File: config.mk
export PLATFORM = sky130hd
export DESIGN_NAME = arseq_top
export DESIGN_NICKNAME = d
export VERILOG_FILES = /design/src/hdl/arseq_pkg.sv /design/src/hdl/arseq_top.sv /design/src/hdl/arseq_tick.sv
export VERILOG_INCLUDE_DIRS = /design/src /design/src/hdl
export SDC_FILE = /design/constraint.sdc
export NUM_CORES = 1
export LEC_CHECK = 0
export BUFFER_PORTS_ARGS = -buffer_cell sky130_fd_sc_hd__buf_2
export CAP_MARGIN = 10
export CELL_PAD_IN_SITES_DETAIL_PLACEMENT = 0
export CELL_PAD_IN_SITES_GLOBAL_PLACEMENT = 1
export CORE_UTILIZATION = 40
export DETAILED_ROUTE_END_ITERATION = 12
export MAX_ROUTING_LAYER = met4
export PLACE_DENSITY = 0.9
export SLEW_MARGIN = 20
export SYNTH_ARGS = -nofsm -noshare
export SYNTH_HDL_FRONTEND = slang
export SYNTH_SLANG_ARGS = --single-unit
File: constraint.sdc
create_clock -name sys_clk -period 10.1 [get_ports sys_clk]
set_clock_uncertainty 0.1 [all_clocks]
set_input_delay 1.515 -clock sys_clk [delete_from_list [all_inputs] [get_ports sys_clk]]
set_output_delay 1.515 -clock sys_clk [all_outputs]
set_load 0.05 [all_outputs]
File: src/hdl/arseq_map.svh
// Purpose: constants for the auto-reclose shot sequencer
// Assumes: 10 MHz sys_clk, 1 ms timebase tick
// Notes: times are in ms, settings are ms counts
// Summary of operation
// RQ1: trip initiator, no extra start delay
// RQ2: trip sets active, pending, shot one
// RQ3: breaker open, trip gone: dead time
// RQ4: dead time expiry raises close request
// RQ5: closed indication drops close, starts reclaim
// RQ6: reassert in reclaim advances shot
// RQ7: each shot has own dead time
// RQ8: no shot left: final trip, lockout
// RQ9: lockout held until reset and closed
// RQ10: reclaim expiry clears flags, overall reclaim
// RQ11: fault in overall reclaim may lockout
// RQ12: zero setting bypasses that timer
// RQ13: overall reclaim expiry returns ready
// RQ14: overall reclaim may be skipped
// RQ15: two separately enabled shots per request
// RQ16: five ranked requests plus critical
// RQ17: wait for object close acknowledge
// RQ18: object failure forces lockout
// RQ19: timers count common millisecond tick
`ifndef ARSEQ_MAP_SVH
`define ARSEQ_MAP_SVH
`define ARSEQ_CLK_HZ 10000000
`define ARSEQ_TICK_US 1000
`define ARSEQ_TICK_CYC ((`ARSEQ_CLK_HZ / 1000000) * `ARSEQ_TICK_US)
`define ARSEQ_NREQ 5
`define ARSEQ_NSHOT 2
`define ARSEQ_TW 20
`define ARSEQ_DEAD1_MS 200
`define ARSEQ_DEAD2_MS 60000
`define ARSEQ_RECLAIM_MS 10000
`endif

File: src/hdl/arseq_pkg.sv
// Purpose: types for the auto-reclose shot sequencer
// Assumes: arseq_map.svh holds the numbers
// Notes: nothing here is imported
package arseq_pkg;
    // sequencer states
    typedef enum logic [2:0] {
        ST_READY, ST_WAIT_OPEN, ST_DEAD, ST_CLOSING, ST_RECLAIM,
        ST_OVERALL, ST_LOCKOUT
    } arseq_state_t;
    // status flags shown to the outside
    typedef struct packed {
        logic recloser_active;
        logic recloser_lockout;
        logic post_cycle_reclaim;
        logic final_trip;
        logic [4:0] request_pending;
        logic [1:0] shot_active;
    } arseq_status_t;
    // breaker object acknowledges
    typedef struct packed {
        logic is_open;
        logic is_closed;
        logic close_wait;
        logic fail;
    } arseq_obj_t;
endpackage

File: src/hdl/arseq_top.sv
// Purpose: auto-reclose shot sequencer driven by protection trips
// Assumes: trip and breaker inputs synchronous to sys_clk
// Notes: settings are millisecond counts, zero skips the timer
`timescale 1ns/1ps
`default_nettype none
`include "arseq_map.svh"
module arseq_top #(
    parameter int NREQ = `ARSEQ_NREQ,
    parameter int TW = `ARSEQ_TW,
    parameter int TICK_CYC = `ARSEQ_TICK_CYC
) (
    // clock and reset
    input wire logic sys_clk,
    input wire logic rst_b,
    // protection trip requests, index 0 highest priority
    input wire logic [NREQ-1:0] reclose_request,
    input wire logic critical_request,
    // per request shot enables, per shot dead and reclaim times (ms) shared by all requests
    input wire logic [NREQ-1:0] shot1_enable,
    input wire logic [NREQ-1:0] shot2_enable,
    input wire logic [TW-1:0] shot1_dead_ms,
    input wire logic [TW-1:0] shot2_dead_ms,
    input wire logic [TW-1:0] shot1_reclaim_ms,
    input wire logic [TW-1:0] shot2_reclaim_ms,
    // overall reclaim settings
    input wire logic [TW-1:0] overall_reclaim_ms,
    input wire logic overall_reclaim_use,
    input wire logic overall_fault_lockout,
    // operator reset
    input wire logic manual_reset,
    // breaker object status
    input wire arseq_pkg::arseq_obj_t obj,
    // breaker close command and sequencer status
    output logic close_request,
    output arseq_pkg::arseq_status_t status
);
    ////////////////////////////////////////////////////////////////////
    // timebase
    logic tick;

    // RQ19: shared millisecond tick
    arseq_tick #(.TICK_CYC(TICK_CYC)) u_tick (
        .sys_clk(sys_clk),
        .rst_b(rst_b),
        .tick(tick)
    );

    ////////////////////////////////////////////////////////////////////
    // helpers
    // lowest index asserted request wins
    function automatic logic [2:0] pick_req(input logic [NREQ-1:0] r);
        logic [2:0] p;
        p = 3'h0;
        for (int i = NREQ - 1; i >= 0; i--) begin
            if (r[i]) begin
                p = 3'(i);
            end
        end
        return p;
    endfunction

    // timer reached its setting; zero setting counts as done at once
    function automatic logic timer_done(input logic [TW-1:0] cnt,
                                        input logic [TW-1:0] set);
        return (cnt >= set);
    endfunction

    ////////////////////////////////////////////////////////////////////
    // state
    arseq_pkg::arseq_state_t state_reg, state_next;
    logic [2:0] req_reg, req_next; // active request index
    logic shot_reg, shot_next; // 0 first shot, 1 second
    logic [TW-1:0] tmr_reg, tmr_next; // millisecond counter
    logic close_reg, close_next;
    logic ftrip_reg, ftrip_next; // final trip pulse
    logic [TW-1:0] dead_set; // dead time of current shot
    logic [TW-1:0] rcl_set; // reclaim time of current shot
    logic any_req;
    logic same_req; // running request reasserted
    logic shot2_ok; // second shot enabled for request

    // settings of the active shot
    always_comb begin
        // RQ7: each shot keeps its own dead time
        dead_set = shot_reg ? shot2_dead_ms : shot1_dead_ms;
        rcl_set = shot_reg ? shot2_reclaim_ms : shot1_reclaim_ms;
        any_req = |reclose_request;
        same_req = reclose_request[req_reg];
        shot2_ok = shot2_enable[req_reg];
    end

    // sequencer next state
    always_comb begin
        state_next = state_reg;
        req_next = req_reg;
        shot_next = shot_reg;
        tmr_next = tmr_reg;
        close_next = close_reg;
        ftrip_next = 1'b0;
        // timers advance only on the tick
        if (tick && tmr_reg != {TW{1'b1}}) begin
            tmr_next = tmr_reg + {{(TW-1){1'b0}}, 1'b1};
        end
        case (state_reg)
            arseq_pkg::ST_READY: begin
                tmr_next = '0;
                // RQ16: priority pick among requests
                if (any_req) begin
                    req_next = pick_req(reclose_request);
                    // RQ15: shot one must be enabled
                    if (shot1_enable[pick_req(reclose_request)]) begin
                        // RQ1: trip starts at once, no delay
                        // RQ2: active, pending, shot one together
                        state_next = arseq_pkg::ST_WAIT_OPEN;
                        shot_next = 1'b0;
                    end else begin
                        // no shot for this request: trip final
                        ftrip_next = 1'b1;
                        state_next = arseq_pkg::ST_LOCKOUT;
                    end
                end
            end
            arseq_pkg::ST_WAIT_OPEN: begin
                tmr_next = '0;
                // RQ3: open breaker and trip gone
                if (obj.is_open && !same_req) begin
                    state_next = arseq_pkg::ST_DEAD;
                end
            end
            arseq_pkg::ST_DEAD: begin
                // RQ12: zero setting passes at once
                if (timer_done(tmr_reg, dead_set)) begin
                    // RQ4: dead time over, ask to close
                    close_next = 1'b1;
                    state_next = arseq_pkg::ST_CLOSING;
                end
            end
            arseq_pkg::ST_CLOSING: begin
                tmr_next = '0;
                // RQ17: hold request while object waits
                if (obj.is_closed) begin
                    // RQ5: drop close, start reclaim
                    close_next = 1'b0;
                    state_next = arseq_pkg::ST_RECLAIM;
                end
            end
            arseq_pkg::ST_RECLAIM: begin
                if (same_req) begin
                    tmr_next = '0;
                    if (!shot_reg && shot2_ok) begin
                        // RQ6: advance to the next shot
                        shot_next = 1'b1;
                        state_next = arseq_pkg::ST_WAIT_OPEN;
                    end else begin
                        // RQ8: no shot left, final trip
                        ftrip_next = 1'b1;
                        state_next = arseq_pkg::ST_LOCKOUT;
                    end
                end else if (timer_done(tmr_reg, rcl_set)) begin
                    // RQ10: success, clear and start overall
                    tmr_next = '0;
                    // RQ14: overall reclaim may be skipped
                    if (overall_reclaim_use) begin
                        state_next = arseq_pkg::ST_OVERALL;
                    end else begin
                        state_next = arseq_pkg::ST_READY;
                    end
                end
            end
            arseq_pkg::ST_OVERALL: begin
                if (any_req && overall_fault_lockout) begin
                    // RQ11: recurring fault goes to lockout
                    ftrip_next = 1'b1;
                    state_next = arseq_pkg::ST_LOCKOUT;
                end else if (timer_done(tmr_reg, overall_reclaim_ms)) begin
                    // RQ13: back to ready
                    state_next = arseq_pkg::ST_READY;
                end
            end
            arseq_pkg::ST_LOCKOUT: begin
                close_next = 1'b0;
                tmr_next = '0;
                // RQ9: needs reset with breaker closed
                if (manual_reset && obj.is_closed) begin
                    state_next = arseq_pkg::ST_READY;
                end
            end
            default: begin
                state_next = arseq_pkg::ST_LOCKOUT;
            end
        endcase
        // RQ16: critical request halts anywhere
        // RQ18: object failure forces lockout
        if ((critical_request || obj.fail)
            && state_reg != arseq_pkg::ST_LOCKOUT) begin
            close_next = 1'b0;
            ftrip_next = critical_request;
            state_next = arseq_pkg::ST_LOCKOUT;
        end
    end

    // sequencer registers
    always_ff @(posedge sys_clk or negedge rst_b) begin
        if (!rst_b) begin
            state_reg <= arseq_pkg::ST_READY;
            req_reg <= 3'h0;
            shot_reg <= 1'b0;
            tmr_reg <= '0;
            close_reg <= 1'b0;
            ftrip_reg <= 1'b0;
        end else begin
            state_reg <= state_next;
            req_reg <= req_next;
            shot_reg <= shot_next;
            tmr_reg <= tmr_next;
            close_reg <= close_next;
            ftrip_reg <= ftrip_next;
        end
    end

    ////////////////////////////////////////////////////////////////////
    // outputs, decoded from registered state
    logic running;

    always_comb begin
        running = (state_reg == arseq_pkg::ST_WAIT_OPEN)
               || (state_reg == arseq_pkg::ST_DEAD)
               || (state_reg == arseq_pkg::ST_CLOSING)
               || (state_reg == arseq_pkg::ST_RECLAIM);
        status = '0;
        status.recloser_active = running;
        status.recloser_lockout = (state_reg == arseq_pkg::ST_LOCKOUT);
        status.post_cycle_reclaim = (state_reg == arseq_pkg::ST_OVERALL);
        status.final_trip = ftrip_reg;
        if (running) begin
            status.request_pending[req_reg] = 1'b1;
            status.shot_active[shot_reg] = 1'b1;
        end
    end

    assign close_request = close_reg;
endmodule
`default_nettype wire

File: src/hdl/arseq_tick.sv
// Purpose: millisecond timebase enable for the sequencer timers
// Assumes: sys_clk 10 MHz
// Notes: one-cycle pulse every TICK_CYC clocks
`timescale 1ns/1ps
`default_nettype none
`include "arseq_map.svh"
module arseq_tick #(
    parameter int TICK_CYC = `ARSEQ_TICK_CYC
) (
    // clock and reset
    input wire logic sys_clk,
    input wire logic rst_b,
    // tick out
    output logic tick
);
    logic [15:0] cnt_reg;
    logic [15:0] cnt_next;
    logic tick_reg;
    logic tick_next;

    // divider next state
    always_comb begin
        cnt_next = cnt_reg + 16'h0001;
        tick_next = 1'b0;
        if (cnt_reg == 16'(TICK_CYC - 1)) begin
            cnt_next = 16'h0000;
            tick_next = 1'b1;
        end
    end

    // divider registers
    always_ff @(posedge sys_clk or negedge rst_b) begin
        if (!rst_b) begin
            cnt_reg <= 16'h0000;
            tick_reg <= 1'b0;
        end else begin
            cnt_reg <= cnt_next;
            tick_reg <= tick_next;
        end
    end

    assign tick = tick_reg;
endmodule
`default_nettype wire

Yosys cells after proc, flatten, opt, wreduce, memory -nomap -nowiden --
Cells that the tools add are included.
Storage, ports and cells: logic and storage cells 117, register bits 46, output and inout bits 12, input bits 125
Operators by class: add/sub/neg operators 2, reduce and logical (&&, ||, !) cells 23, eq/ne operators 20, multiplexer cells 56, magnitude comparators 8
Operators with widths (count):
- 2-to-1 mux 20 bit | 5
- greater-or-equal comparator 20 bit | 3
- 2-to-1 mux 3 bit | 20
- case mux 20 bit (2 select lines) | 1
- case mux 3 bit (7 select lines) | 1
- adder 20 x 1 -> 20 bit, second input constant | 1
- != test 20 bit, second input constant | 1
- 2-to-1 mux 1 bit | 19
- adder 16 x 1 -> 16 bit, second input constant | 1
- == test 16 x 14 -> 1 bit, second input constant | 1
- 2-to-1 mux 16 bit | 1
- != test 3 bit, second input constant | 5
- binary-select mux 1 bit (select 3 bit) | 3
- == test 3 bit, second input constant | 3
- logical AND 1 bit | 8
- < comparator 3 x 4 -> 1 bit, second input constant | 2
- != test 2 bit, second input constant | 4
- 2-to-1 mux 7 bit | 1
- AND reduction 7 bit | 1
- == test 3 x 2 -> 1 bit, second input constant | 2
- case mux 1 bit (3 select lines) | 2
- AND reduction 5 bit | 1
- OR reduction 5 bit | 1
- logical OR 1 bit | 4
- 17 further kinds | 18

Longest topological paths before layout --
Gate-level depths: netlist (run 1).
word-level depth 13, mapped depth 12, depth with buffers taken out 9

Hierarchy --
A second synthesis (run 1) with hierarchy kept.
Unflattened totals: cells, all modules 524, area, all modules 4616.9 um2
Modules (own cells, without submodules):
- arseq_top | times used 1, cells an instance 450, area each 3794.9 um2, sequential area each 725.7 um2
- arseq_tick | times used 1, cells an instance 74, area each 822.0 um2, sequential area each 425.4 um2

Least setup slack after synthesis (run 1) --
No wires, ideal clock.
kind flip-flop to output port, start point register state_reg[2], end point output port status[3] (netlist name), buffers on the path 1, data required time 8.485 ns, arrival 2.450 ns, stages on the path, launching flop included 4, setup slack 6.035 ns, cells stage by stage dfrtp_1 > buf_2 > xor2_1 > nor4b_1
RTL lines:
- from (decl) | line arseq_top.sv:70 | arseq_pkg::arseq_state_t state_reg, state_next;
- from (signal assigned) | line arseq_top.sv:205 | state_reg <= arseq_pkg::ST_READY;
- from (signal assigned) | line arseq_top.sv:212 | state_reg <= state_next;
- to (decl) | line arseq_top.sv:35 | output arseq_pkg::arseq_status_t status

Final worst setup path (run 1) --
start point input port shot2_dead_ms[18], end point register state_reg[2]
Between the ends: cells in the longest elaborated chain, start to end 4
RTL lines:
- from (decl) | line arseq_top.sv:22 | input wire logic [TW-1:0] shot2_dead_ms,
- 2-to-1 mux 20 bit | line arseq_top.sv:85 | dead_set = shot_reg ? shot2_dead_ms : shot1_dead_ms;
- greater-or-equal comparator 20 bit | line arseq_top.sv:65 | return (cnt >= set);
- != test 3 bit (no line)
- AND reduction 7 bit (no line)
Every way passes these cells. A chain may end at the register's enable or synchronous reset.

==> flow_summary.ini, run 1 <==
[status]
status = finished clean

[pwr]
switching_power_uw = 330
internal-power_uw = 412
peakVddDrop_v = 0.000227
p_sw_share_pct = 44.5
power_density_mw_per_mm2 = 140
finalPower_uw = 742
pwr-share-comb_pct = 47.6
clkPwrFrac_pct = 18.2
p_leak_nw = 2.91
sequentialPowerShare_pct = 34.2

[clock_tree]
cts_tree = built
h-tree-depth = 2
cts_root_buffer = clkbuf_8
cts_max_path_buffers = 2
clock_latency_ns = 0.30
cts.clk_slew.worst_paths_ns = 0.09
cts_setup_buffers = 0
hold_buffers = 0
clkSinkCount = 46
cts_made_buffers = 5
post_cts_resized = 0

[synth]
ys_seq_area_share_pct = 26.2
ys_warn_count = 0
synthArstFlopShare_pct = 100
synth.distinct_cells = 59
syn_area_mm2 = 0.00439
syn_inst = 503
synth_edf_count = 0
synth_seq_cells = 46
syn_avg_cell_area_um2 = 8.74
syn_nets = 690
synthFlopType = dfrtp_1

[setup_path]
worst_r2r_startpoint = shot_reg
rr_worst_depth = 8
cp.required_ns = 10.19
r2r_end = state_reg[2]
reg2reg_slack_ns = 6.62
arrival_ns = 3.85
cp-start-kind = input port
path_max_fanout = 3
critical_path_class = in -> reg
end_kind = flip-flop

[sta]
period_share_pct = 37.2
tightest_slew_ns = 0.888
setup_viol = 0
relSlewSlack_pct = 40.4
fin_crit_ns = 3.76
rsz0062_at_grt = false
maxSlewViolCount = 0
holdWs_ns = 0.380
setup_tns_ns = 0
hold_viol = 0
timing.fmax_ghz = 0.266
finalWorstSetupSlack_ns = 6.34

[floorplan]
rows = 37
die_h_um = 107
core_area_mm2 = 0.0105
die_area_mm2 = 0.0114
io_pins = 137
die_x_um = 107
initial_core_util_pct = 41.8

[detailed_routing]
drtPass1Iterations = 4
wl_um = 11400
routed_via_density = 5.47
drt_iter0_drc = 201
final_antenna_net_count = 0
wire_per_inst_um = 14.8
vias = 4195
drc = 0

[final_layout]
area_growth_syn_to_layout_pct = 20.4
antenna_cells = 0
largest_reg_flops = 20
finish.utilization_pct = 50.3
nets = 817
drive_gt1_share_pct = 24.4

[global_route]
grt-ovfl-total = 0
grt_pass1_vias = 4097
gr-usage-all-layers_pct = 21.4
antenna_found_initial = 0
grt_max_degree = 47
grt_pass1_wl_um = 18900

[job]
max_cap_viol_count = 0

[worst_hold_path]
hp-class = reg -> reg
whs_endpoint = u_tick.cnt_reg[15]
hold_start = u_tick.cnt_reg[15]
whs_path_depth = 1

[placed_design]
place_ws_ns = 6.01
hpwl_um = 9160
routabilityCongestion = 0.873
port_buffers = 135
[area by class of cell]
type / count / area [um^2]
flip-flops and latches: 46 / 1150
clock buffers: 7 / 76.3
well taps: 136 / 170
fillers: 1025 / 5220
repair buffers: 136 / 686
multi-input cells: 410 / 3060
clock inverters: 1 / 30.0
inverters: 31 / 116
[kinds of logic after synthesis]
group	Yosys count	synth area share, %
AOI/OAI and AO/OA	84	13.2
buffers and inverters	47	4.27
and+or+nand+nor	183	21.0
adders and majority gates	62	17.7
muxes	47	10.9
xor gates and xnor gates	34	6.78
DFF	46	26.2
[cell usage in the layout (no fill, tap or decap), drive strengths merged, types with 2 or more instances in the layout]
cell type | Yosys | final
o41ai | 3 | 3
o21ai | 21 | 21
nand4 | 20 | 20
nor2 | 59 | 59
a2111oi | 4 | 4
o21a | 2 | 2
nand2 | 36 | 36
a31oi | 2 | 2
mux2 | 5 | 5
dfrtp | 46 | 46
or4 | 3 | 3
nand2b | 8 | 8
inv | 31 | 31
ha | 62 | 62
a221oi | 2 | 2
o31ai | 2 | 2
nand3b | 4 | 4
nor4b | 2 | 2
nor4 | 8 | 8
a211o | 2 | 2
xnor2 | 11 | 11
o311ai | 2 | 2
nor3 | 9 | 9
mux2i | 42 | 42
nand3 | 13 | 13
a21o | 2 | 2
and3 | 4 | 4
a21oi | 32 | 32
nor2b | 5 | 5
xor2 | 23 | 23
and4 | 2 | 2
nor3b | 3 | 3
clkbuf | 7 | 7
buf | 9 | 136
or3 | 3 | 3
[critical path: stages]
cell       delay [ns]
buf_2            0.08
mux2i_1          0.08
ha_1             0.35
nand4_1          0.14
or4_1            0.54
o21ai_1          0.20
o21ai_0          0.17
a2111oi_2        0.40
mux2_1           0.37
[per-layer routing]
metal,part of all wire [%],up-vias,GRT usage (%),routed length (um)
met5,0,-,-,0
met3,5.9,20,2.86,675
met4,2.1,0,6.85,237
li1,-,2079,-,-
met1,44,1954,26.2,5060
met2,48,142,36.4,5410
[through the flow]
stage                     cell area [um^2]  instances
after floorplan                       4390        503
after CTS                             5280        767
after global placement                5180        759
after detailed placement              5180        759
after global routing                  5290        767
final                                 5290        767
[worst max-delay path by stage]
stage,from,end
floorplan,state_reg[2],status[3]
global placement,shot2_dead_ms[18],state_reg[2]
global route,overall_reclaim_ms[15],state_reg[0]
CTS,shot_reg,state_reg[2]
detailed placement,shot2_dead_ms[18],state_reg[2]
finish,shot2_dead_ms[18],state_reg[2]
[Yosys cell counts (7+ instances only)]
| cell type | n | area share (%) |
|---|---|---|
| nor2_1 | 59 | 5.0 |
| nand3_1 | 11 | 1.3 |
| clkbuf_1 | 7 | 0.60 |
| mux2i_1 | 42 | 9.6 |
| nand2b_1 | 8 | 1.1 |
| nor3_1 | 9 | 1.0 |
| o21ai_0 | 19 | 2.2 |
| a21oi_1 | 32 | 3.6 |
| nand4_1 | 20 | 2.8 |
| ha_1 | 62 | 18 |
| xor2_1 | 23 | 4.6 |
| dfrtp_1 | 46 | 26 |
| inv_1 | 31 | 2.6 |
| nor4_1 | 8 | 1.1 |
| xnor2_1 | 11 | 2.2 |
| nand2_1 | 36 | 3.1 |
[power groups by stage]
stage	combinational [mW]	clock, mW	sequential [mW]
floorplan	0.311	0	0.213
global placement	0.348	0	0.254
detailed placement	0.355	0	0.256
CTS	0.357	0.138	0.252
global route	0.386	0.146	0.259
finish	0.353	0.135	0.254
Power figures use the tool's default switching activity.
==> inputs of run 2 (changes only) <==
--- a/config.mk
+++ b/config.mk
@@ -6,14 +6,15 @@
 export SDC_FILE = /design/constraint.sdc
 export NUM_CORES = 1
 export LEC_CHECK = 0
+export ABC_AREA = 1
 export BUFFER_PORTS_ARGS = -buffer_cell sky130_fd_sc_hd__buf_2
 export CAP_MARGIN = 10
 export CELL_PAD_IN_SITES_DETAIL_PLACEMENT = 0
 export CELL_PAD_IN_SITES_GLOBAL_PLACEMENT = 1
-export CORE_UTILIZATION = 40
+export CORE_UTILIZATION = 34
 export DETAILED_ROUTE_END_ITERATION = 12
 export MAX_ROUTING_LAYER = met4
-export PLACE_DENSITY = 0.9
+export PLACE_DENSITY = 0.84
 export SLEW_MARGIN = 20
 export SYNTH_ARGS = -nofsm -noshare
 export SYNTH_HDL_FRONTEND = slang
==> constraint.sdc (replaced) <==
create_clock -name sys_clk -period 3.35 [get_ports sys_clk]
set_clock_uncertainty 0.1 [all_clocks]
set_input_delay 0.5025 -clock sys_clk [delete_from_list [all_inputs] [get_ports sys_clk]]
set_output_delay 0.5025 -clock sys_clk [all_outputs]
set_load 0.05 [all_outputs]
==> flow_summary.ini, run 2 <==
[status]
status = finished clean

[synth]
syn_avg_cell_area_um2 = 7.12
synth.distinct_cells = 44
synthArstFlopShare_pct = 100
ys_warn_count = 0
synth_top_area_cell = dfrtp_1
synth_edf_count = 0
yosys-top-cells-area = dfrtp_1, ha_1, nand2_1, mux2i_1, inv_1
synth_common_cells = nand2_1, inv_1, nor2_1
synth_most_common_cell = nand2_1
synthFlopType = dfrtp_1
syn_area_mm2 = 0.00479
synth_seq_cells = 46
ys_seq_area_share_pct = 24.0
synthDominantCellAreaShare_pct = 24.0
syn_nets = 860
syn_inst = 673

[final_layout]
drive_gt1_share_pct = 22.3
finish.utilization_pct = 42.1
nets = 998
final_cells = 992
final_area_mm2 = 0.00583
seq_area_mm2 = 0.00115
multi_input_area_mm2 = 0.00316
fillers = 1473
final_cell_mix = nand2_1, buf_2, inv_1
area_growth_syn_to_layout_pct = 21.6
antenna_cells = 0
largest_reg_flops = 20
mostFrequentLayoutCell = nand2_1

[clock_tree]
cts_root_buffer = clkbuf_16
cts_tree = built
cts_setup_buffers = 0
cts.clk_slew.worst_paths_ns = 0.07
post_cts_resized = 0
h-tree-depth = 2
cts_made_buffers = 5
clkSinkCount = 46
cts_max_path_buffers = 2
hold_buffers = 0
clock_latency_ns = 0.29

[floorplan]
rows = 43
die_h_um = 121
io_pins = 137
initial_core_util_pct = 34.7
core_area_mm2 = 0.0138
die_x_um = 121
die_area_mm2 = 0.0146

[setup_path]
critPathLaunch = shot_reg
cp-start-kind = flip-flop
path_max_fanout = 23
end_kind = flip-flop
cp.required_ns = 3.45
worst_r2r_startpoint = shot_reg
rr_worst_depth = 11
critical_path_class = reg -> reg
arrival_ns = 2.89

[sta]
relSlewSlack_pct = 48.8
setup_viol = 0
tightest_slew_ns = 0.768
fin_crit_ns = 2.78
setup_tns_ns = 0
rsz0062_at_grt = false
maxSlewViolCount = 0
timing.fmax_ghz = 0.359
period_share_pct = 83.1
hold_viol = 0

[detailed_routing]
routed_via_density = 4.75
vias = 4715
wl_um = 12800
drc = 0
wire_per_inst_um = 12.9
drt_iter0_drc = 229
wl_met2_um = 6040
routed.top_layer = met4
wl_met1_um = 6120
route.met3.wl_um = 554
drtPass1Iterations = 7
final_antenna_net_count = 0

[placed_design]
dpl-instance-area_mm2 = 0.00567
hpwl_um = 10500
port_buffers = 135
routabilityCongestion = 0.850
dp.cells = 984

[global_route]
grt_pass1_wl_um = 21100
gr-usage-all-layers_pct = 18.7
grt_pass1_vias = 4458
grt_max_degree = 33
grt-ovfl-total = 0
antenna_found_initial = 0

[pwr]
power_density_mw_per_mm2 = 447
peakVddDrop_v = 0.000202
switching_power_mw = 1.24
finalPower_mw = 2.60
sequentialPowerShare_pct = 26.8
internal-power_mw = 1.37
p_leak_nw = 3.15
pwr-share-comb_pct = 53.3
p_sw_share_pct = 47.5
clkPwrFrac_pct = 19.9

[job]
max_cap_viol_count = 0

[worst_hold_path]
hp-class = in -> async
## run 2: cell types whose count changed after synthesis, sizes merged, moves of 9 or more
cell	change
nor3	+14
nor2	+9
nand2	+123
inv	+74
nand3	+32
xor2	-11
## run 2: final cells by class
class / count / area share [%]
Tap cell: 180 / 3.87
Clock buffer: 6 / 2.38
Clock inverter: 2 / 0.215
Timing Repair Buffer: 143 / 12.6
Inverter: 105 / 6.89
Sequential cell: 46 / 19.8
Multi-Input combinational cell: 510 / 54.2
## run 2: cell families after synthesis
logic type / after synthesis / share of synthesized area, %
simple gates: 328 / 31.2
buf+inv: 117 / 10.1
compound gates: 67 / 7.83
fa+ha+maj: 62 / 16.2
flops: 46 / 24.0
mux: 38 / 7.94
xor+xnor: 15 / 2.74
## run 2: routing by layer
metal / vias up / track usage [%]
met4: 0 / 2.31
met3: 4 / 2.31
li1: 2502 / -
met2: 99 / 32.5
met1: 2110 / 23.9
met5: - / -
## run 2: path summary, 6_finish.rpt
path / to / slack, ns
max: tmr_reg[4] / 0.57
min: req_reg[1] / 0.18
max reg2reg: tmr_reg[4] / 0.57
min reg2reg: u_tick.cnt_reg[0] / 0.36
max in group asynchronous: u_tick.cnt_reg[9] / 2.34
min in group sys_clk: ftrip_reg / 0.33
## run 2: worst max-delay path, cell delays in order (launching register included)
cell and delay (ns):
dfrtp_2 0.74, buf_4 0.28, mux2i_1 0.23, ha_1 0.27
a21oi_1 0.15, o21a_1 0.14, nand2_1 0.05, nor2_1 0.12
nand3_2 0.12, nand2_4 0.14, inv_2 0.15, nor3_1 0.21
## run 2: power groups by stage
stage	registers (mW)	logic, mW	clock network, mW
after global placement	0.709	1.39	0
after floorplan	0.651	1.12	0
after global routing	0.711	1.57	0.555
after detailed placement	0.708	1.39	0
final	0.697	1.39	0.518
after CTS	0.697	1.40	0.526
## run 2: stage by stage
stage                     hold WS (ns)  worst slack (ns)
after floorplan                  0.107             0.294
after global placement           0.344             0.562
after detailed placement         0.347             0.530
after CTS                        0.210             0.523
after global routing             0.234             0.247
final                            0.177             0.565
